### config.mk
export PLATFORM = sky130hd
export DESIGN_NAME = psc_core
export DESIGN_NICKNAME = d
export VERILOG_FILES = /design/src/psc_pkg.sv /design/src/psc_core.sv
export SDC_FILE = /design/constraint.sdc
export NUM_CORES = 1
export LEC_CHECK = 0
export BUFFER_PORTS_ARGS = -buffer_cell sky130_fd_sc_hd__buf_4
export CAP_MARGIN = 20
export CORE_MARGIN = 2
export CORE_UTILIZATION = 45
export DETAILED_ROUTE_END_ITERATION = 8
export HOLD_SLACK_MARGIN = 0.12
export PLACE_DENSITY_LB_ADDON = 0.1
export SLEW_MARGIN = 40
export SYNTH_ARGS = -nofsm -noshare
export SYNTH_HDL_FRONTEND = slang
export SYNTH_SLANG_ARGS = --single-unit
### constraint.sdc
create_clock -name clk_in -period 1.6 [get_ports clk_in]
set_input_delay 0.16 -clock clk_in [delete_from_list [all_inputs] [get_ports clk_in]]
set_output_delay 0.16 -clock clk_in [all_outputs]
set_load 0.05 [all_outputs]
### src/psc_pkg.sv
package psc_pkg;

   // Register offsets on the APB port
   localparam int           ADDR_W         = 12;
   localparam logic [11:0]  REG_SYSCTL     = 12'h000;
   localparam logic [11:0]  REG_COND_CODE  = 12'h004;
   localparam logic [11:0]  REG_STATUS     = 12'h008;

   // System control register fields and reset value
   localparam int           SOFT_STANDBY_SELECT_BIT       = 7;
   localparam int           UE_BIT         = 3;
   localparam logic [7:0]   SYSCTL_RESET   = 8'h09;

   // Condition code mask flag positions
   localparam int           CC_I_BIT       = 7;
   localparam int           CC_UI_BIT      = 6;

   // Processing states, Gray along reset -> exception -> execute -> released
   typedef enum logic [2:0] {
      ST_RESET   = 3'h0,
      ST_EXC     = 3'h1,
      ST_EXEC    = 3'h3,
      ST_BUSREL  = 3'h2,
      ST_PWRDN   = 3'h6
   } psc_state_e;

   // Exception sequence steps, Gray along the stacking path
   typedef enum logic [2:0] {
      XS_IDLE     = 3'h0,
      XS_PUSH_PC  = 3'h1,
      XS_PUSH_CC  = 3'h3,
      XS_MASK     = 3'h2,
      XS_VECTOR   = 3'h6,
      XS_BRANCH   = 3'h7
   } psc_xstep_e;

   // Class of the instruction that just completed
   typedef enum logic [2:0] {
      CLS_OTHER              = 3'h0,
      CLS_TRAP               = 3'h1,
      CLS_SLEEP              = 3'h2,
      CLS_AND_TO_COND_CODE   = 3'h3,
      CLS_OR_TO_COND_CODE    = 3'h4,
      CLS_XOR_TO_COND_CODE   = 3'h5,
      CLS_LOAD_COND_CODE     = 3'h6
   } psc_icls_e;

   // Exception kinds, selecting the vector group
   typedef enum logic [1:0] {
      KIND_RESET = 2'h0,
      KIND_NMI   = 2'h1,
      KIND_IRQ   = 2'h2,
      KIND_TRAP  = 2'h3
   } psc_kind_e;

   // Power-down sub-modes
   typedef enum logic [1:0] {
      PD_NONE   = 2'h0,
      PD_SLEEP  = 2'h1,
      PD_SOFT   = 2'h2,
      PD_HARD   = 2'h3
   } psc_pd_e;

endpackage : psc_pkg

### src/psc_core.sv
// Summary of operation
// - Five processing states; power-down has sleep, software standby, hardware standby.
// - Reset outranks interrupts, interrupts outrank trap instructions.
// - A trap instruction in program execution starts trap handling, unmasked, unless an interrupt is taken at that instruction end.
// - Interrupts are sampled only at instruction end, exception-sequence end, or every cycle in sleep and software standby.
// - No interrupt sampling after condition-code logic/load instructions or right after reset.
// - Chip reset pin low abandons all processing and enters the reset state.
// - Reset handling begins when the synchronised reset pin returns high.
// - Reset handling fetches a start vector, then executes from that address.
// - All interrupts, NMI included, ignored during and just after reset handling.
// - Reset sets the interrupt mask flag; everything stays masked in reset.
// - Interrupt and trap handling push program counter then condition code on stack.
// - Then set mask flag; also user mask flag when user-bit-enable is zero.
// - After mask update, fetch the vector and branch to it.
// - Watchdog overflow enters the reset state like the reset pin.
// - While bus is released, core halts and accepts no interrupt.
// - Sleep instruction with standby-select zero enters sleep, registers kept.
// - Sleep with standby-select one: core and clock halt, peripherals reset.
// - In software standby the I/O ports hold their levels and directions.
// - Hardware standby pin low halts core and clocks, resets peripherals.
// - Standby-select is one bit, resetting to zero.
// - Trap instruction's 2-bit immediate selects the trap vector.
module psc_core (
   input  logic                       clk_in,
   input  logic                       reset_in,
   // APB slave
   input  logic                       psel_in,
   input  logic                       penable_in,
   input  logic                       pwrite_in,
   input  logic [psc_pkg::ADDR_W-1:0] paddr_in,
   input  logic [31:0]                pwdata_in,
   output logic [31:0]                prdata_out,
   output logic                       pready_out,
   output logic                       pslverr_out,
   // Pins and outside requests
   input  logic                       chip_reset_in_n,
   input  logic                       hw_standby_in_n,
   input  logic                       nmi_req_in,
   input  logic                       irq_req_in,
   input  logic                       bus_req_in,
   // Same-clock core and watchdog signals
   input  logic                       wdt_overflow_in,
   input  logic                       instr_done_in,
   input  psc_pkg::psc_icls_e         instr_class_in,
   input  logic [1:0]                 trap_imm_in,
   input  logic                       vector_ack_in,
   // State and sequence outputs
   output psc_pkg::psc_state_e        state_out,
   output psc_pkg::psc_pd_e           pd_mode_out,
   output psc_pkg::psc_kind_e         exc_kind_out,
   output logic [1:0]                 trap_num_out,
   output logic                       push_pc_out,
   output logic                       push_cc_out,
   output logic                       vector_fetch_out,
   output logic                       branch_out,
   output logic                       cc_i_out,
   output logic                       user_interrupt_mask_flag_out,
   output logic                       bus_grant_out,
   output logic                       core_run_out,
   output logic                       clock_halt_out,
   output logic                       periph_reset_out,
   output logic                       io_hold_out
);
   import psc_pkg::*;
   typedef struct packed {
      psc_state_e  st;
      psc_xstep_e  xs;
      psc_kind_e   kind;
      logic [1:0]  trap_num;
      psc_pd_e     pd;
      logic        rst_s1;
      logic        rst_s2;
      logic        sb_s1;
      logic        sb_s2;
      logic        nmi_s1;
      logic        nmi_s2;
      logic        irq_s1;
      logic        irq_s2;
      logic        breq_s1;
      logic        breq_s2;
      logic [7:0]  system_control_reg;
      logic        cc_i;
      logic        cc_ui;
      logic        post_rst_block;
      logic        push_pc;
      logic        push_cc;
      logic        vec_fetch;
      logic        branch;
      logic        grant;
      logic        clk_halt;
      logic        per_rst;
      logic        io_hold;
      logic        run;
      logic [31:0] prdata;
      logic        pready;
      logic        pslverr;
   } psc_regs_s;
   psc_regs_s q;
   psc_regs_s d;
   // Instructions after which interrupt sampling is skipped
   function automatic logic is_cc_op(input psc_icls_e cls);
      is_cc_op = cls inside {CLS_AND_TO_COND_CODE, CLS_OR_TO_COND_CODE, CLS_XOR_TO_COND_CODE, CLS_LOAD_COND_CODE};
   endfunction : is_cc_op
   // Pending interrupt that the current masks let through
   function automatic logic irq_pending(input psc_regs_s r);
      irq_pending = r.nmi_s2 || (r.irq_s2 && !r.cc_i);
   endfunction : irq_pending
   logic take_irq_boundary;
   logic take_irq_seq_end;
   // Sampling points for interrupts
   assign take_irq_boundary = instr_done_in && irq_pending(q) && !q.post_rst_block &&
                              !is_cc_op(instr_class_in);
   assign take_irq_seq_end  = (q.xs == XS_BRANCH) && (q.kind != KIND_RESET) &&
                              irq_pending(q);
   // Next-state logic
   always_comb begin
      d = q;
      // Pin synchronisers; logic reads only the second stage
      {d.rst_s2, d.rst_s1}   = {q.rst_s1, chip_reset_in_n};
      {d.sb_s2, d.sb_s1}     = {q.sb_s1, hw_standby_in_n};
      {d.nmi_s2, d.nmi_s1}   = {q.nmi_s1, nmi_req_in};
      {d.irq_s2, d.irq_s1}   = {q.irq_s1, irq_req_in};
      {d.breq_s2, d.breq_s1} = {q.breq_s1, bus_req_in};
      // APB answer one cycle into the access phase; reads have no side effect
      d.pready  = psel_in && penable_in && !q.pready;
      d.pslverr = 1'b0;
      d.prdata  = 32'h0000_0000;
      case (paddr_in)
         REG_SYSCTL:    d.prdata = {24'h00_0000, q.system_control_reg};
         REG_COND_CODE: d.prdata = {24'h00_0000, q.cc_i, q.cc_ui, 6'h00};
         REG_STATUS:    d.prdata = {18'h0_0000, q.grant, q.post_rst_block, q.pd, q.kind, q.trap_num, q.xs, q.st};
         default:       d.pslverr = d.pready;
      endcase
      // Writes land at the edge that samples the answer
      if (psel_in && penable_in && pwrite_in && q.pready && (paddr_in == REG_SYSCTL)) begin
         d.system_control_reg = pwdata_in[7:0];
      end
      if (psel_in && penable_in && pwrite_in && q.pready && (paddr_in == REG_COND_CODE)) begin
         {d.cc_i, d.cc_ui} = {pwdata_in[CC_I_BIT], pwdata_in[CC_UI_BIT]};
      end
      // Processing-state machine
      if (!q.sb_s2) begin
         // Hardware standby halts everything, RAM kept outside
         d.st       = ST_PWRDN;
         d.pd       = PD_HARD;
         d.xs       = XS_IDLE;
         {d.clk_halt, d.per_rst, d.io_hold, d.grant} = 4'hc;                    // Halted, peripherals reset
      end else if (q.pd == PD_HARD) begin
         // Leaving hardware standby passes through reset
         d.st       = ST_RESET;
         d.pd       = PD_NONE;
         d.clk_halt = 1'b0;
         d.cc_i     = 1'b1;
      end else if (!q.rst_s2 || wdt_overflow_in) begin
         // Abandon everything, reset outranks all but hardware standby
         d.st                 = ST_RESET;
         d.xs                 = XS_IDLE;
         d.pd                 = PD_NONE;
         d.cc_i               = 1'b1;
         d.system_control_reg = SYSCTL_RESET;
         {d.per_rst, d.clk_halt, d.io_hold, d.grant} = 4'h8;                    // Peripherals held in reset
      end else begin
         case (q.st)
            ST_RESET: begin
               // Pin back high: start reset handling at the vector fetch
               d.st      = ST_EXC;
               d.xs      = XS_VECTOR;
               d.kind    = KIND_RESET;
               d.per_rst = 1'b0;
               d.cc_i    = 1'b1;
            end
            ST_EXC: begin
               case (q.xs)
                  XS_PUSH_PC: begin
                     d.xs = XS_PUSH_CC;
                  end
                  XS_PUSH_CC: begin
                     d.xs = XS_MASK;
                  end
                  XS_MASK: begin
                     d.cc_i = 1'b1;
                     if (!q.system_control_reg[UE_BIT]) begin
                        d.cc_ui = 1'b1;
                     end
                     d.xs = XS_VECTOR;
                  end
                  XS_VECTOR: begin
                     if (q.vec_fetch && vector_ack_in) begin
                        d.xs = XS_BRANCH;
                     end
                  end
                  XS_BRANCH: begin
                     if (take_irq_seq_end) begin
                        d.xs   = XS_PUSH_PC;
                        d.kind = q.nmi_s2 ? KIND_NMI : KIND_IRQ;
                     end else begin
                        d.st = ST_EXEC;
                        d.xs = XS_IDLE;
                        if (q.kind == KIND_RESET) begin
                           d.post_rst_block = 1'b1;
                        end
                     end
                  end
                  default: begin
                     d.st = ST_EXEC;
                     d.xs = XS_IDLE;
                  end
               endcase
            end
            ST_EXEC: begin
               if (instr_done_in) begin
                  d.post_rst_block = 1'b0;
                  if (take_irq_boundary) begin
                     d.st   = ST_EXC;
                     d.xs   = XS_PUSH_PC;
                     d.kind = q.nmi_s2 ? KIND_NMI : KIND_IRQ;
                  end else if (instr_class_in == CLS_TRAP) begin
                     d.st       = ST_EXC;
                     d.xs       = XS_PUSH_PC;
                     d.kind     = KIND_TRAP;
                     d.trap_num = trap_imm_in;
                  end else if (instr_class_in == CLS_SLEEP) begin
                     d.st = ST_PWRDN;
                     if (q.system_control_reg[SOFT_STANDBY_SELECT_BIT]) begin
                        d.pd       = PD_SOFT;
                        {d.clk_halt, d.per_rst, d.io_hold} = 3'h7;
                     end else begin
                        d.pd = PD_SLEEP;
                     end
                  end else if (q.breq_s2) begin
                     d.st    = ST_BUSREL;
                     d.grant = 1'b1;
                  end
               end
            end
            ST_BUSREL: begin
               if (!q.breq_s2) begin
                  d.st    = ST_EXEC;
                  d.grant = 1'b0;
               end
            end
            ST_PWRDN: begin
               if (irq_pending(q)) begin
                  d.st       = ST_EXC;
                  d.xs       = XS_PUSH_PC;
                  d.kind     = q.nmi_s2 ? KIND_NMI : KIND_IRQ;
                  d.pd       = PD_NONE;
                  {d.clk_halt, d.per_rst, d.io_hold} = 3'h0;
               end
            end
            default: begin
               d.st = ST_RESET;
            end
         endcase
      end
      // Step strobes follow the registered step
      d.push_pc   = (d.st == ST_EXC) && (d.xs == XS_PUSH_PC);
      d.push_cc   = (d.st == ST_EXC) && (d.xs == XS_PUSH_CC);
      d.vec_fetch = (d.st == ST_EXC) && (d.xs == XS_VECTOR);
      d.branch    = (d.st == ST_EXC) && (d.xs == XS_BRANCH);
      d.run       = (d.st == ST_EXEC);
   end
   // State register
   always_ff @(posedge clk_in or posedge reset_in) begin
      if (reset_in) begin
         q                    <= '0;
         q.st                 <= ST_RESET;
         q.pd                 <= PD_NONE;
         q.xs                 <= XS_IDLE;
         q.kind               <= KIND_RESET;
         q.system_control_reg <= SYSCTL_RESET;
         q.cc_i               <= 1'b1;
         q.per_rst            <= 1'b1;
         q.rst_s1             <= 1'b0;
         q.sb_s1              <= 1'b1;
         q.sb_s2              <= 1'b1;
      end else begin
         q <= d;
      end
   end
   // Outputs straight from the state register
   assign prdata_out                   = q.prdata;
   assign pready_out                   = q.pready;
   assign pslverr_out                  = q.pslverr;
   assign state_out                    = q.st;
   assign pd_mode_out                  = q.pd;
   assign exc_kind_out                 = q.kind;
   assign trap_num_out                 = q.trap_num;
   assign push_pc_out                  = q.push_pc;
   assign push_cc_out                  = q.push_cc;
   assign vector_fetch_out             = q.vec_fetch;
   assign branch_out                   = q.branch;
   assign cc_i_out                     = q.cc_i;
   assign user_interrupt_mask_flag_out = q.cc_ui;
   assign bus_grant_out                = q.grant;
   assign core_run_out                 = q.run;
   assign clock_halt_out               = q.clk_halt;
   assign periph_reset_out             = q.per_rst;
   assign io_hold_out                  = q.io_hold;
endmodule : psc_core

==> results.md, run 1 <==
Status:
- The run finished, with violations left.
- The checks that failed: setup timing.

Layout:
- The repair_antennas step left the layout with diodes totalling 0.
- The fraction of layout instances using a drive strength above 1 is 0.451.
- The end-of-flow core utilization is 0.685.
- The final net count is 514.
- The finished cells cover 4630 sq um.
- The area overhead of the layout relative to synthesis is 48.0%.

Global route:
- The total overflow left after global routing is 0.
- The largest net degree at the start of global routing is 43.
- The initial antenna violation count is 0.
- The number of global-route vias before repair was 2,761.
- The first global-routing pass estimated 13,600 um of wire.
- In the global route stage, overall resource usage came out at 0.241.

Logic synthesis:
- The largest total area in the synthesized netlist belongs to sky130_fd_sc_hd__dfrtp_1.
- The number of synthesis warnings is 0.
- The synthesized netlist occupies a cell area of between 3000 and 4000 sq um.
- sky130_fd_sc_hd__dfrtp_1 is the most common cell in the netlist.
- Synthesis produced a netlist whose cell count is 313.
- The top cell type's share of synthesized area is 0.416.
- The share of flip-flops with an asynchronous set or reset after synthesis is 1.00.
- The prevailing post-synth register cell is sky130_fd_sc_hd__dfrtp_1.
- The commonest cells after synthesis are 52 x sky130_fd_sc_hd__dfrtp_1, 41 x sky130_fd_sc_hd__buf_4, 28 x sky130_fd_sc_hd__nor2_1, 25 x sky130_fd_sc_hd__nand2_1, 19 x sky130_fd_sc_hd__mux2i_1.
- The post-synthesis cell type count is between 50 and 60.
- Averaged over all synthesized cells, the footprint is 9.99 sq um.
- The sequential cell area fraction in the yosys report is 0.467.
- Synthesis inferred 58 register bits.
- The number of synthesized flops with an enable pin is 0.
- After synthesis, the cell types taking the most area are sky130_fd_sc_hd__dfrtp_1 42%, sky130_fd_sc_hd__buf_4 9.8%, sky130_fd_sc_hd__mux2i_1 6.1%.

Routing:
- After detailed routing, the number of remaining DRC violations is 0.
- The DRC marker count from the first detailed-route iteration is 132.
- Once detail routing completed, the nets flagged for antenna violations numbered 0.
- In the routed layout, each cell is associated on average with a via count of 5.16.
- Dividing the detail-routed wire length by the instance count gives roughly 16 um.
- The number of detailed-route iterations in the first pass is 5.
- The routed via count is 2,771.
- The final layout contains routed wiring with a total length of 8770 um.

Floorplanning:
- The die width is 87.3 um.
- The count of pins on the block boundary is ~120.
- The floorplan step defined a die boundary enclosing 7630 sq um.
- Row generation in the floorplan step produced 30 rows.
- The initial core utilization is 0.463.
- The die outline height is 87.3 um.
- The total area inside the core boundary comes to 6760 sq um.

Power and ir drop:
- The worst supply voltage drop on vdd is roughly 0.00043 V.
- The design draws 3.99 mW.
- The power per unit of standard cell area is 863 nW/um^2.
- The total leakage power is 2.29 nW.

Worst setup path:
- Tracing the worst setup path back leads to its startpoint at cc_i_out$_DFF_PP1_.
- The endpoint required time on the critical path is 1.83 ns.
- The kind of launch point of the worst setup path is a flop.
- Data on the critical path arrives at its endpoint at between 2 and 2.5 ns.
- The kind of capture point of the worst setup path is a flop.
- The maximum fanout count along the critical path is 5.
- The reg-to-reg startpoint is cc_i_out$_DFF_PP1_.
- By startpoint and endpoint, the worst setup path is classified as reg -> reg.

Hold path:
- In this run the most critical hold path is launched from paddr_in[11].
- The path type of the worst min-delay path is in -> reg.

Timing:
- Setup total negative slack on the finished layout was measured at -4.68 ns.
- The upper clock frequency limit is 0.501 GHz.
- The final cycle utilization of the critical path is 1.25.
- The number of failing hold endpoints at the final stage came to 0.
- In the post-route analysis, the smallest setup slack over all paths is -0.397 ns.
- The time the worst path needs with I/O delays and setup is around 2 ns.
- Setup repair after global routing could not meet its margin everywhere.
- The clock arrives with 0.00999 ns of skew.
- The tightest hold margin is 0.158 ns.
- Setup violations remaining at the end of the flow were counted as 19.
- The max-slew violation total from the final report is 0.

CTS:
- The number of levels the H-tree was split into is 3.
- The clock sink count is 58.
- The number of clock buffers added by TritonCTS is 9.
- The library cell used as clock root buffer is sky130_fd_sc_hd__clkbuf_8.
- The clock transition at the registers of the reported paths is 0.07 ns.
- The clock latency on the worst-skew pair is 0.35 ns.
- TritonCTS built the clock tree.
- The clock passes through at most 2 buffers.

Run:
- The reported max-cap violation count is 0.

Place:
- The congestion estimate from routability-driven global placement came to 0.974.
- Port buffering added 73 buffers.
- The placed standard-cell area is 3990 sq um.
- Detailed placement ended at an HPWL of 6450 um.
power by group:
group | switching [mW] | leakage, nW | total [mW] | internal, mW
registers | 0.0268 | 0.754 | 1.53 | 1.51
clock network | 0.645 | 0.119 | 1.72 | 1.08
logic | 0.429 | 1.42 | 0.738 | 0.309
total | 1.10 | 2.29 | 3.99 | 2.89
cell families after synthesis:
group,count (synthesis),share of synthesized area
other,1,0.00120
AO/OA/AOI/OAI,60,0.135
flip-flops,58,0.467
multiplexers,26,0.0861
AND/OR/NAND/NOR,107,0.184
buffers and inverters,61,0.127
cell usage in the layout, fill, tap and decap left out, types with 4 or more instances in the layout:
cell type / instances
sky130_fd_sc_hd__buf_4: 140
sky130_fd_sc_hd__dfrtp_1: 50
sky130_fd_sc_hd__nor2_1: 25
sky130_fd_sc_hd__nand2_1: 24
sky130_fd_sc_hd__mux2i_1: 19
sky130_fd_sc_hd__dlygate4sd3_1: 19
sky130_fd_sc_hd__conb_1: 18
sky130_fd_sc_hd__o21ai_0: 10
sky130_fd_sc_hd__clkbuf_8: 10
sky130_fd_sc_hd__inv_1: 8
sky130_fd_sc_hd__and2_1: 8
sky130_fd_sc_hd__nand3_1: 7
sky130_fd_sc_hd__and3_1: 6
sky130_fd_sc_hd__a21oi_1: 6
sky130_fd_sc_hd__nand2b_1: 5
sky130_fd_sc_hd__mux2_2: 5
sky130_fd_sc_hd__dfstp_2: 5
sky130_fd_sc_hd__nor2b_1: 4
sky130_fd_sc_hd__a21oi_2: 4
worst paths after layout:
path | to | slack (ns) | depth (start not counted)
max in group asynchronous | q[60]$_DFF_PP1_ | 0.66 | 4
max reg2reg | exc_kind_out[1]$_DFFE_PP0P_ | -0.40 | 6
max | exc_kind_out[1]$_DFFE_PP0P_ | -0.40 | 6
min in group asynchronous | pslverr_out$_DFF_PP0_ | 0.34 | 3
min | pslverr_out$_DFF_PP0_ | 0.16 | 3
min reg2reg | q[62]$_DFF_PP0_ | 0.35 | 0
stage by stage:
step           cells  setup slack (ns)
5_1_grt          537            -0.485
4_1_cts          535            -0.347
3_5_place_dp     494            -0.333
6_report         537            -0.397
2_1_floorplan    330            -0.226
3_3_place_gp     494            -0.344
layout make-up:
| class | instances | area, sq um |
|---|---|---|
| clock buffer | 10 | 138 |
| clock inverter | 6 | 114 |
| fill | 532 | 2130 |
| inverter | 9 | 33.8 |
| multi-input combinational | 211 | 1480 |
| sequential | 58 | 1470 |
| tap | 80 | 100 |
| timing repair buffer | 163 | 1290 |
registers in the layout, summed over array words and instances, names as in the netlist, 2 cells and up:
signal / flops
q: 17
prdata_out: 14
d: 5
state_out: 3
exc_kind_out: 2
pd_mode_out: 2
trap_num_out: 2
worst max-delay path, cell delays in order (launching register included):
cell and delay [ns]:
sky130_fd_sc_hd__dfstp_4 0.64, sky130_fd_sc_hd__nor2b_4 0.06, sky130_fd_sc_hd__o211ai_1 0.33, sky130_fd_sc_hd__a221oi_4 0.14
sky130_fd_sc_hd__buf_4 0.16, sky130_fd_sc_hd__o32a_1 0.30, sky130_fd_sc_hd__mux2_2 0.26
repair_timing:
action	4_1_cts	5_1_grt
endpoints found under the hold margin	35	0
pin swaps	2	10
setup endpoints to repair	20	25
resized for setup	18	12
hold buffers	19	0
cloned	0	0
setup buffers	6	2
routing by layer:
layer | vias to the layer above | track usage | wire (um)
met2 | 95 | 0.380 | 4180
li1 | 1321 | - | -
met3 | 26 | 0.0578 | 498
met5 | - | 0 | 0
met4 | 0 | 0.117 | 305
met1 | 1329 | 0.309 | 3790
No activity file was read; power rests on OpenSTA's default activity.
==> run 2, diff against run 1 <==
--- a/config.mk
+++ b/config.mk
@@ -6,9 +6,10 @@
 export NUM_CORES = 1
 export LEC_CHECK = 0
 export BUFFER_PORTS_ARGS = -buffer_cell sky130_fd_sc_hd__buf_4
-export CAP_MARGIN = 20
+export CAP_MARGIN = 25
 export CORE_MARGIN = 2
-export CORE_UTILIZATION = 45
+export CORE_UTILIZATION = 46
+export CTS_BUF_LIST = sky130_fd_sc_hd__clkbuf_2 sky130_fd_sc_hd__clkbuf_4 sky130_fd_sc_hd__clkbuf_8
 export DETAILED_ROUTE_END_ITERATION = 8
 export HOLD_SLACK_MARGIN = 0.12
 export PLACE_DENSITY_LB_ADDON = 0.1
==> run 2 against run 1 <==
Fmax about the same. Register-to-register slack about the same. The flow still finishes with violations (setup timing). First-iteration DRC count is 23% higher. Critical path type unchanged. Critical path depth is 1 higher. Core utilization increased by 1.5 points. Highest routed layer unchanged. Count of clock-buffer cells in the layout is 2 higher. Non-clock buffer count grew 8. Sequential cell count is the same. Combinational power barely moved. Total power down 2.2%. Global-route usage increased by 1.1 points. Sequential power hardly changed.
==> results.md, run 2 (synthesis results as in run 1) <==
Routing:
- The wire length on met1 is 4130 um (+8.9%).
- The routed via count is 2,815 (+1.6%).
- The vias per cell is 5.17 (about the same).
- The remaining antenna violation count is 0 (unchanged).
- The DRC violations left was 0 (unchanged).
- The amount of wire on met3 after detailed routing is 537 um (+7.8%).
- The aggregate routed wire length is 9010 um (+2.6%).
- The uppermost layer routed is met4.
- The number of detailed-route iterations in the first pass came to 4 (-1).
- The routed length on met2 is 4050 um (-2.9%).
- The DRC marker count from the first detailed-route iteration was 162 (+23%).
- The average wire length per cell after detail routing came to 16.5 um (+1.1%).

Layout:
- The number of standard cells in the final layout excluding fillers is 545 (+1.5%).
- The final net count was 522 (+1.6%).
- The fraction of layout instances using a drive strength above 1 is 0.460 (+0.00945).
- The number of flip-flops in the largest register is 17 (unchanged).
- The count of fill cells added during filler insertion was 536 (+0.75%).
- The area growth from synthesis to layout is 49.5%.
- More flip-flops sit in one register than any other, and that register is q.
- The final standard cell area without fillers was 4670 sq um (+1.0%).
- Leaving out fill and tap cells, the most frequent cells in the layout are 148 x sky130_fd_sc_hd__buf_4, 51 x sky130_fd_sc_hd__dfrtp_1, 27 x sky130_fd_sc_hd__nor2_1, 23 x sky130_fd_sc_hd__nand2_1.
- The antenna diode instance count was 0 (unchanged).
- The most common cell after layout, fill and taps aside is sky130_fd_sc_hd__buf_4.
- The end-of-flow core utilization was 0.699 (+0.0148).

Place:
- The count of buffers from port buffering came to 73 (unchanged).
- The number of placed instances with taps included is 504 (+2.0%).
- The placed standard-cell area came to 4070 sq um (+1.9%).
- The final weighted congestion in routability-driven placement is 0.918 (-5.7%).
- The half-perimeter wire length after detailed placement is 6700 um (+3.9%).

Floorplanning:
- The die width came to 86.4 um (-1.0%).
- The initial core utilization came to 0.468 (+0.00520).
- The count of pins on the block boundary is 116 (unchanged).
- The die outline height was 86.4 um (-1.0%).
- The core area is 6680 sq um (-1.1%).
- The die area is 7470 sq um (-2.1%).
- The total number of placement rows is 30 (unchanged).

Worst setup path:
- The worst setup path is captured at a flop.
- On the critical path, the stage with the largest delay is an instance of sky130_fd_sc_hd__dfstp_4.
- The critical path arrival is 2.23 ns (about the same).
- The maximum fanout count along the critical path was 5 (unchanged).
- The endpoint required time on the critical path is 1.83 ns (about the same).
- The delay of the slowest cell on the worst path is 0.64 ns (about the same).
- STA classifies the critical path startpoint as a flop.
- The path type of the worst setup path is reg -> reg.
- The category of cells accounting for the largest share of critical-path delay is flip-flops.
- Walking the worst path, the cells encountered are nor2b_4 > o211ai_1 > buf_4 > a221oi_4 > buf_4 > o32a_1 > mux2_2.
- The number of buffers and inverters on the critical path came to 2 (+1).
- The most numerous cell type found on the critical path is sky130_fd_sc_hd__buf_4.

CTS:
- The clock latency on the worst-skew pair is 0.35 ns (about the same).
- The clock transition at the registers of the reported paths came to 0.07 ns (about the same).
- The number of levels the H-tree was split into is 3 (unchanged).
- TritonCTS built the clock tree.
- The clock sink count is 58 (unchanged).
- The maximum buffer depth of the clock tree came to 2 (unchanged).
- The library cell used as clock root buffer is sky130_fd_sc_hd__clkbuf_8.
- The total CTS buffers is 9 (unchanged).

Global route:
- The first-pass GRT wire length is 14,100 um (+3.7%).
- The global route total overflow is 0 (unchanged).
- The number of global-route vias before repair was 2,789 (+1.0%).
- The combined global-route utilization of all metal layers is 0.252 (+0.0114).
- The largest net degree at the start of global routing came to 59 (+37%).
- The initial antenna violation count is 0 (unchanged).

Status:
- The checks that failed: setup timing.
- The run finished, with violations left.

Timing:
- The upper clock frequency limit is 0.501 GHz (about the same).
- Setup repair after global routing could not meet its margin everywhere.
- The max-slew violation total from the final report came to 0 (unchanged).
- The count of final setup violators is 20 (+1).
- The setup skew after layout is 0.0109 ns (+0.000918 ns).
- The time the worst path needs with I/O delays and setup came to 2.00 ns (-0.00105 ns).
- The final cycle utilization of the critical path is 1.25 (about the same).
- The number of failing hold endpoints at the final stage was 0 (unchanged).
- The final sum of negative setup slack came to -4.96 ns (-0.280 ns).
- The smallest setup slack after layout came to -0.396 ns (+0.00105 ns).

Hold path:
- In this run the worst hold path is classified as in -> reg.

Power and ir drop:
- The total power after layout was 3.91 mW (-2.2%).
- The total leakage power came to 2.33 nW (+1.6%).
- The power per unit of standard cell area came to 836 nW/um^2 (-3.2%).
- The worst supply voltage drop on vdd is 0.000435 V (+0.92%).

Run:
- The reported max-cap violation count is 0 (unchanged).
==> run 2: cell type report <==
class                           instances  area, sq um  share of cell area
Timing Repair Buffer                  171         1360               0.290
Clock inverter                          4         72.6              0.0155
Inverter                                9         33.8             0.00723
Sequential cell                        58         1460               0.313
Multi-Input combinational cell        211         1480               0.317
Tap cell                               80          100              0.0214
Clock buffer                           12          165              0.0353
==> run 2: worst paths after layout <==
check | endpoint | slack, ns | cells past startpoint | start
setup / recovery | exc_kind_out[0]$_DFFE_PP0P_ | -0.40 | 7 | cc_i_out$_DFF_PP1_
hold / removal | prdata_out[7]$_DFF_PP0_ | 0.15 | 3 | paddr_in[11]
setup reg to reg | exc_kind_out[0]$_DFFE_PP0P_ | -0.40 | 7 | cc_i_out$_DFF_PP1_
hold reg to reg | q[56]$_DFF_PP0_ | 0.35 | 0 | d[56]$_DFF_PP0_
max in group asynchronous | d[60]$_DFF_PP1_ | 0.88 | 4 | reset_in
min in group asynchronous | state_out[1]$_DFF_PP0_ | 0.42 | 4 | reset_in
==> run 2: through the flow <==
step | worst slack (ns) | hold WS [ns]
finish | -0.396 | 0.147
global route | -0.448 | 0.157
CTS | -0.335 | 0.146
detailed placement | -0.394 | 0.249
global placement | -0.345 | 0.247
floorplan | -0.226 | 0.164
==> run 2: power by group <==
| part | internal, mW | total (mW) | switching (mW) |
|---|---|---|---|
| Combinational | 0.310 | 0.741 | 0.431 |
| Clock | 1.00 | 1.63 | 0.630 |
| Sequential | 1.51 | 1.53 | 0.0288 |
| Total | 2.82 | 3.91 | 1.09 |
==> run 2: per-layer routing <==
| metal | vias up | global-route usage |
|---|---|---|
| li1 | 1333 | - |
| met1 | 1355 | 0.336 |
| met2 | 105 | 0.391 |
| met3 | 22 | 0.0438 |
| met4 | 0 | 0.138 |
| met5 | - | 0 |
==> run 2: timing repair <==
item	4_1_cts	5_1_grt
buffers inserted	1	5
hold buffers	19	0
endpoints found under the setup margin	20	27
gates resized for setup	11	19
endpoints found under the hold margin	71	0
pin swaps	5	6
==> run 2: worst reg2reg max path, cell delays in order, from the launching register on <==
cell                       delay [ns]
sky130_fd_sc_hd__dfstp_4         0.64
sky130_fd_sc_hd__nor2b_4         0.06
sky130_fd_sc_hd__o211ai_1        0.23
sky130_fd_sc_hd__buf_4           0.17
sky130_fd_sc_hd__a221oi_4        0.08
sky130_fd_sc_hd__buf_4           0.15
sky130_fd_sc_hd__o32a_1          0.29
sky130_fd_sc_hd__mux2_2          0.27
==> run 3, diff against run 2 <==
--- a/config.mk
+++ b/config.mk
@@ -8,11 +8,12 @@
 export BUFFER_PORTS_ARGS = -buffer_cell sky130_fd_sc_hd__buf_4
 export CAP_MARGIN = 25
 export CORE_MARGIN = 2
-export CORE_UTILIZATION = 46
+export CORE_UTILIZATION = 45
 export CTS_BUF_LIST = sky130_fd_sc_hd__clkbuf_2 sky130_fd_sc_hd__clkbuf_4 sky130_fd_sc_hd__clkbuf_8
 export DETAILED_ROUTE_END_ITERATION = 8
 export HOLD_SLACK_MARGIN = 0.12
 export PLACE_DENSITY_LB_ADDON = 0.1
+export SKIP_CTS_REPAIR_TIMING = 1
 export SLEW_MARGIN = 40
 export SYNTH_ARGS = -nofsm -noshare
 export SYNTH_HDL_FRONTEND = slang
==> run 3 against run 2 <==
The flow still finishes with violations (setup timing). Non-clock buffer count shrank 7. Global-route usage shrank 2.3 points. Die area grew 2.1%. Sequential power is essentially flat. Critical endpoint is now exc_kind_out[1]$_DFFE_PP0P_. Largest power group unchanged.
==> results.md, run 3 (synthesis results as in run 1) <==
Power and ir drop:
- The power per unit of standard cell area was 862 nW/um^2 (+3.1%).
- The cell-internal power is 2.89 mW (+2.8%).
- The switching power is 1.10 mW (+0.86%).
- The worst supply voltage drop on vdd is 0.000435 V (about the same).
- The clock network fraction of total power is 0.432 (+0.014).
- The total power after layout came to 3.99 mW (+2.2%).
- The switching share of total power came to 0.275 (-0.00380).
- The combinational share of power is 0.185 (-0.005).
- The relative contribution of sequential cells to total power was 0.383 (-0.010).
- The total leakage power was 2.30 nW (-1.0%).

Timing:
- The final sum of negative setup slack is -5.11 ns (-0.145 ns).
- The max-slew violation total from the final report is 0 (unchanged).
- The upper clock frequency limit is 0.499 GHz (-0.41%).
- The setup skew after layout is 0.0105 ns (-0.000439 ns).
- The final cycle utilization of the critical path is 1.25 (+0.00507).
- The time the worst path needs with I/O delays and setup is 2.00 ns (+0.00812 ns).
- The number of failing hold endpoints at the final stage is 0 (unchanged).
- The count of final setup violators came to 19 (-5.0%).
- The smallest setup slack after layout came to -0.404 ns (-0.00812 ns).
- Setup repair after global routing could not meet its margin everywhere.

Global route:
- The number of global-route vias before repair is 2,580 (-7.5%).
- The global route total overflow was 0 (unchanged).
- The initial antenna violation count was 0 (unchanged).
- The first-pass GRT wire length came to 13,000 um (-8.4%).
- The largest net degree at the start of global routing is 43 (-27%).
- The combined global-route utilization of all metal layers is 0.230 (-0.0225).

Floorplanning:
- The die width came to 87.3 um (+1.1%).
- The die area is 7630 sq um (+2.1%).
- The die outline height was 87.3 um (+1.1%).
- The count of pins on the block boundary was 116 (unchanged).
- The total number of placement rows was 30 (unchanged).
- The initial core utilization is 0.463 (-0.00520).
- The core area is 6760 sq um (+1.1%).

Routing:
- The DRC marker count from the first detailed-route iteration is 150 (-7.4%).
- The routed via count is 2,755 (-2.1%).
- The average wire length per cell after detail routing is 16.2 um (-2.2%).
- The DRC violations left is 0 (unchanged).
- The remaining antenna violation count is 0 (unchanged).
- The number of detailed-route iterations in the first pass is 4 (unchanged).
- The aggregate routed wire length was 8690 um (-3.5%).
- The vias per cell is 5.12 (-0.86%).

Layout:
- The fraction of layout instances using a drive strength above 1 is 0.454 (-0.00607).
- The count of fill cells added during filler insertion was 532 (-0.75%).
- The number of flip-flops in the largest register is 17 (unchanged).
- The area overhead of the layout relative to synthesis is 48.3%.
- The library cells used most frequently in the layout, excluding fill and tap cells, are 140 x sky130_fd_sc_hd__buf_4, 50 x sky130_fd_sc_hd__dfrtp_1, 27 x sky130_fd_sc_hd__nor2_1, 25 x sky130_fd_sc_hd__nand2_1, 19 x sky130_fd_sc_hd__mux2i_1.
- The library cell used most frequently in the layout, excluding fill and tap cells, is sky130_fd_sc_hd__buf_4.
- The final net count is 515 (-1.3%).
- The antenna diode instance count is 0 (unchanged).
- The final standard cell area without fillers is 4630 sq um (-0.83%).
- q holds more flip-flops than any other register.

Worst setup path:
- The endpoint required time on the critical path is 1.84 ns (about the same).
- On the critical path, the stage with the largest delay is an instance of sky130_fd_sc_hd__dfstp_4.
- The number of buffers and inverters on the critical path is 1 (-1).
- The delay of the slowest cell on the worst path is 0.64 ns (about the same).
- The maximum fanout count along the critical path came to 5 (unchanged).
- The worst setup path is launched from a flop.
- Traced cell by cell, the critical path runs through nor2b_4 > o211ai_1 > a221oi_4 > buf_4 > o32a_1 > mux2_2.
- The category of cells accounting for the largest share of critical-path delay is compound AO/OA/AOI/OAI gates.
- The kind of capture point of the worst setup path is a flop.
- The critical path arrival came to 2.24 ns (about the same).
- The critical path is of the reg -> reg type.

Place:
- The worst slack at placement is -0.333 ns (+0.0608 ns).
- The final weighted congestion in routability-driven placement is 0.974 (+6.0%).
- The count of buffers from port buffering came to 73 (unchanged).
- The half-perimeter wire length after detailed placement is 6450 um (-3.7%).
- The placed standard-cell area is 3990 sq um (-1.8%).

CTS:
- The clock latency on the worst-skew pair is 0.36 ns (about the same).
- TritonCTS built the clock tree.
- The total CTS buffers is 9 (unchanged).
- The clock transition at the registers of the reported paths is 0.07 ns (about the same).
- The number of levels the H-tree was split into is 3 (unchanged).
- The library cell used as clock root buffer is sky130_fd_sc_hd__clkbuf_8.
- The maximum buffer depth of the clock tree was 2 (unchanged).
- The clock sink count is 58 (unchanged).

Run:
- The reported max-cap violation count was 0 (unchanged).

Status:
- The final reports fail on setup timing.
- The flow ran to the end, but the final reports show violations.

Hold path:
- The min-delay analysis places its worst path in the category in -> reg.
## run 3: per-stage QoR
stage / util / instances / hold slack [ns]
final: 0.686 / 538 / 0.102
after floorplan: - / 330 / 0.164
after CTS: 0.628 / 510 / -0.211
after detailed placement: 0.591 / 494 / 0.163
after global routing: 0.686 / 538 / 0.130
after global placement: 0.591 / 494 / 0.159
## run 3: worst paths after layout
check / from / to / slack [ns] / cells after the start
worst min register to register: d[62]$_DFF_PP0_ / q[62]$_DFF_PP0_ / 0.35 / 0
worst max-delay path: cc_i_out$_DFF_PP1_ / exc_kind_out[1]$_DFFE_PP0P_ / -0.40 / 6
min in group asynchronous: reset_in / pslverr_out$_DFF_PP0_ / 0.33 / 3
max in group asynchronous: reset_in / q[60]$_DFF_PP1_ / 0.65 / 4
worst min-delay path: paddr_in[2] / pslverr_out$_DFF_PP0_ / 0.10 / 3
worst max register to register: cc_i_out$_DFF_PP1_ / exc_kind_out[1]$_DFFE_PP0P_ / -0.40 / 6
## run 3: metal layers
layer,vias to the layer above,track usage,part of all wire
li1,1324,-,-
met1,1326,0.304,0.44
met2,89,0.366,0.48
met3,16,0.0521,0.066
met4,0,0.0881,0.018
met5,-,0,0
## run 3: tightest hold or removal path: cells and delay by family
family          cells  cell delay [ns]
simple gates        1             0.05
compound gates      1             0.08
buf+inv             1             0.13
## run 3: layout make-up
cell class | instances | area (sq um) | share of cell area
multi-input cells | 211 | 1480 | 0.319
flip-flops and latches | 58 | 1470 | 0.316
repair buffers | 164 | 1310 | 0.282
clock buffers | 10 | 138 | 0.0297
clock inverters | 6 | 114 | 0.0246
well taps | 80 | 100 | 0.0216
inverters | 9 | 33.8 | 0.00729
## run 3: power by group through the flow
stage          Sequential, mW  Combinational [mW]  Clock (mW)
4_1_cts                  1.53               0.655        1.74
3_5_place_dp             1.56               0.653           0
3_3_place_gp             1.56               0.653           0
2_1_floorplan            1.58               0.386           0
6_report                 1.53               0.739        1.72
5_1_grt                  1.53               0.789        1.79
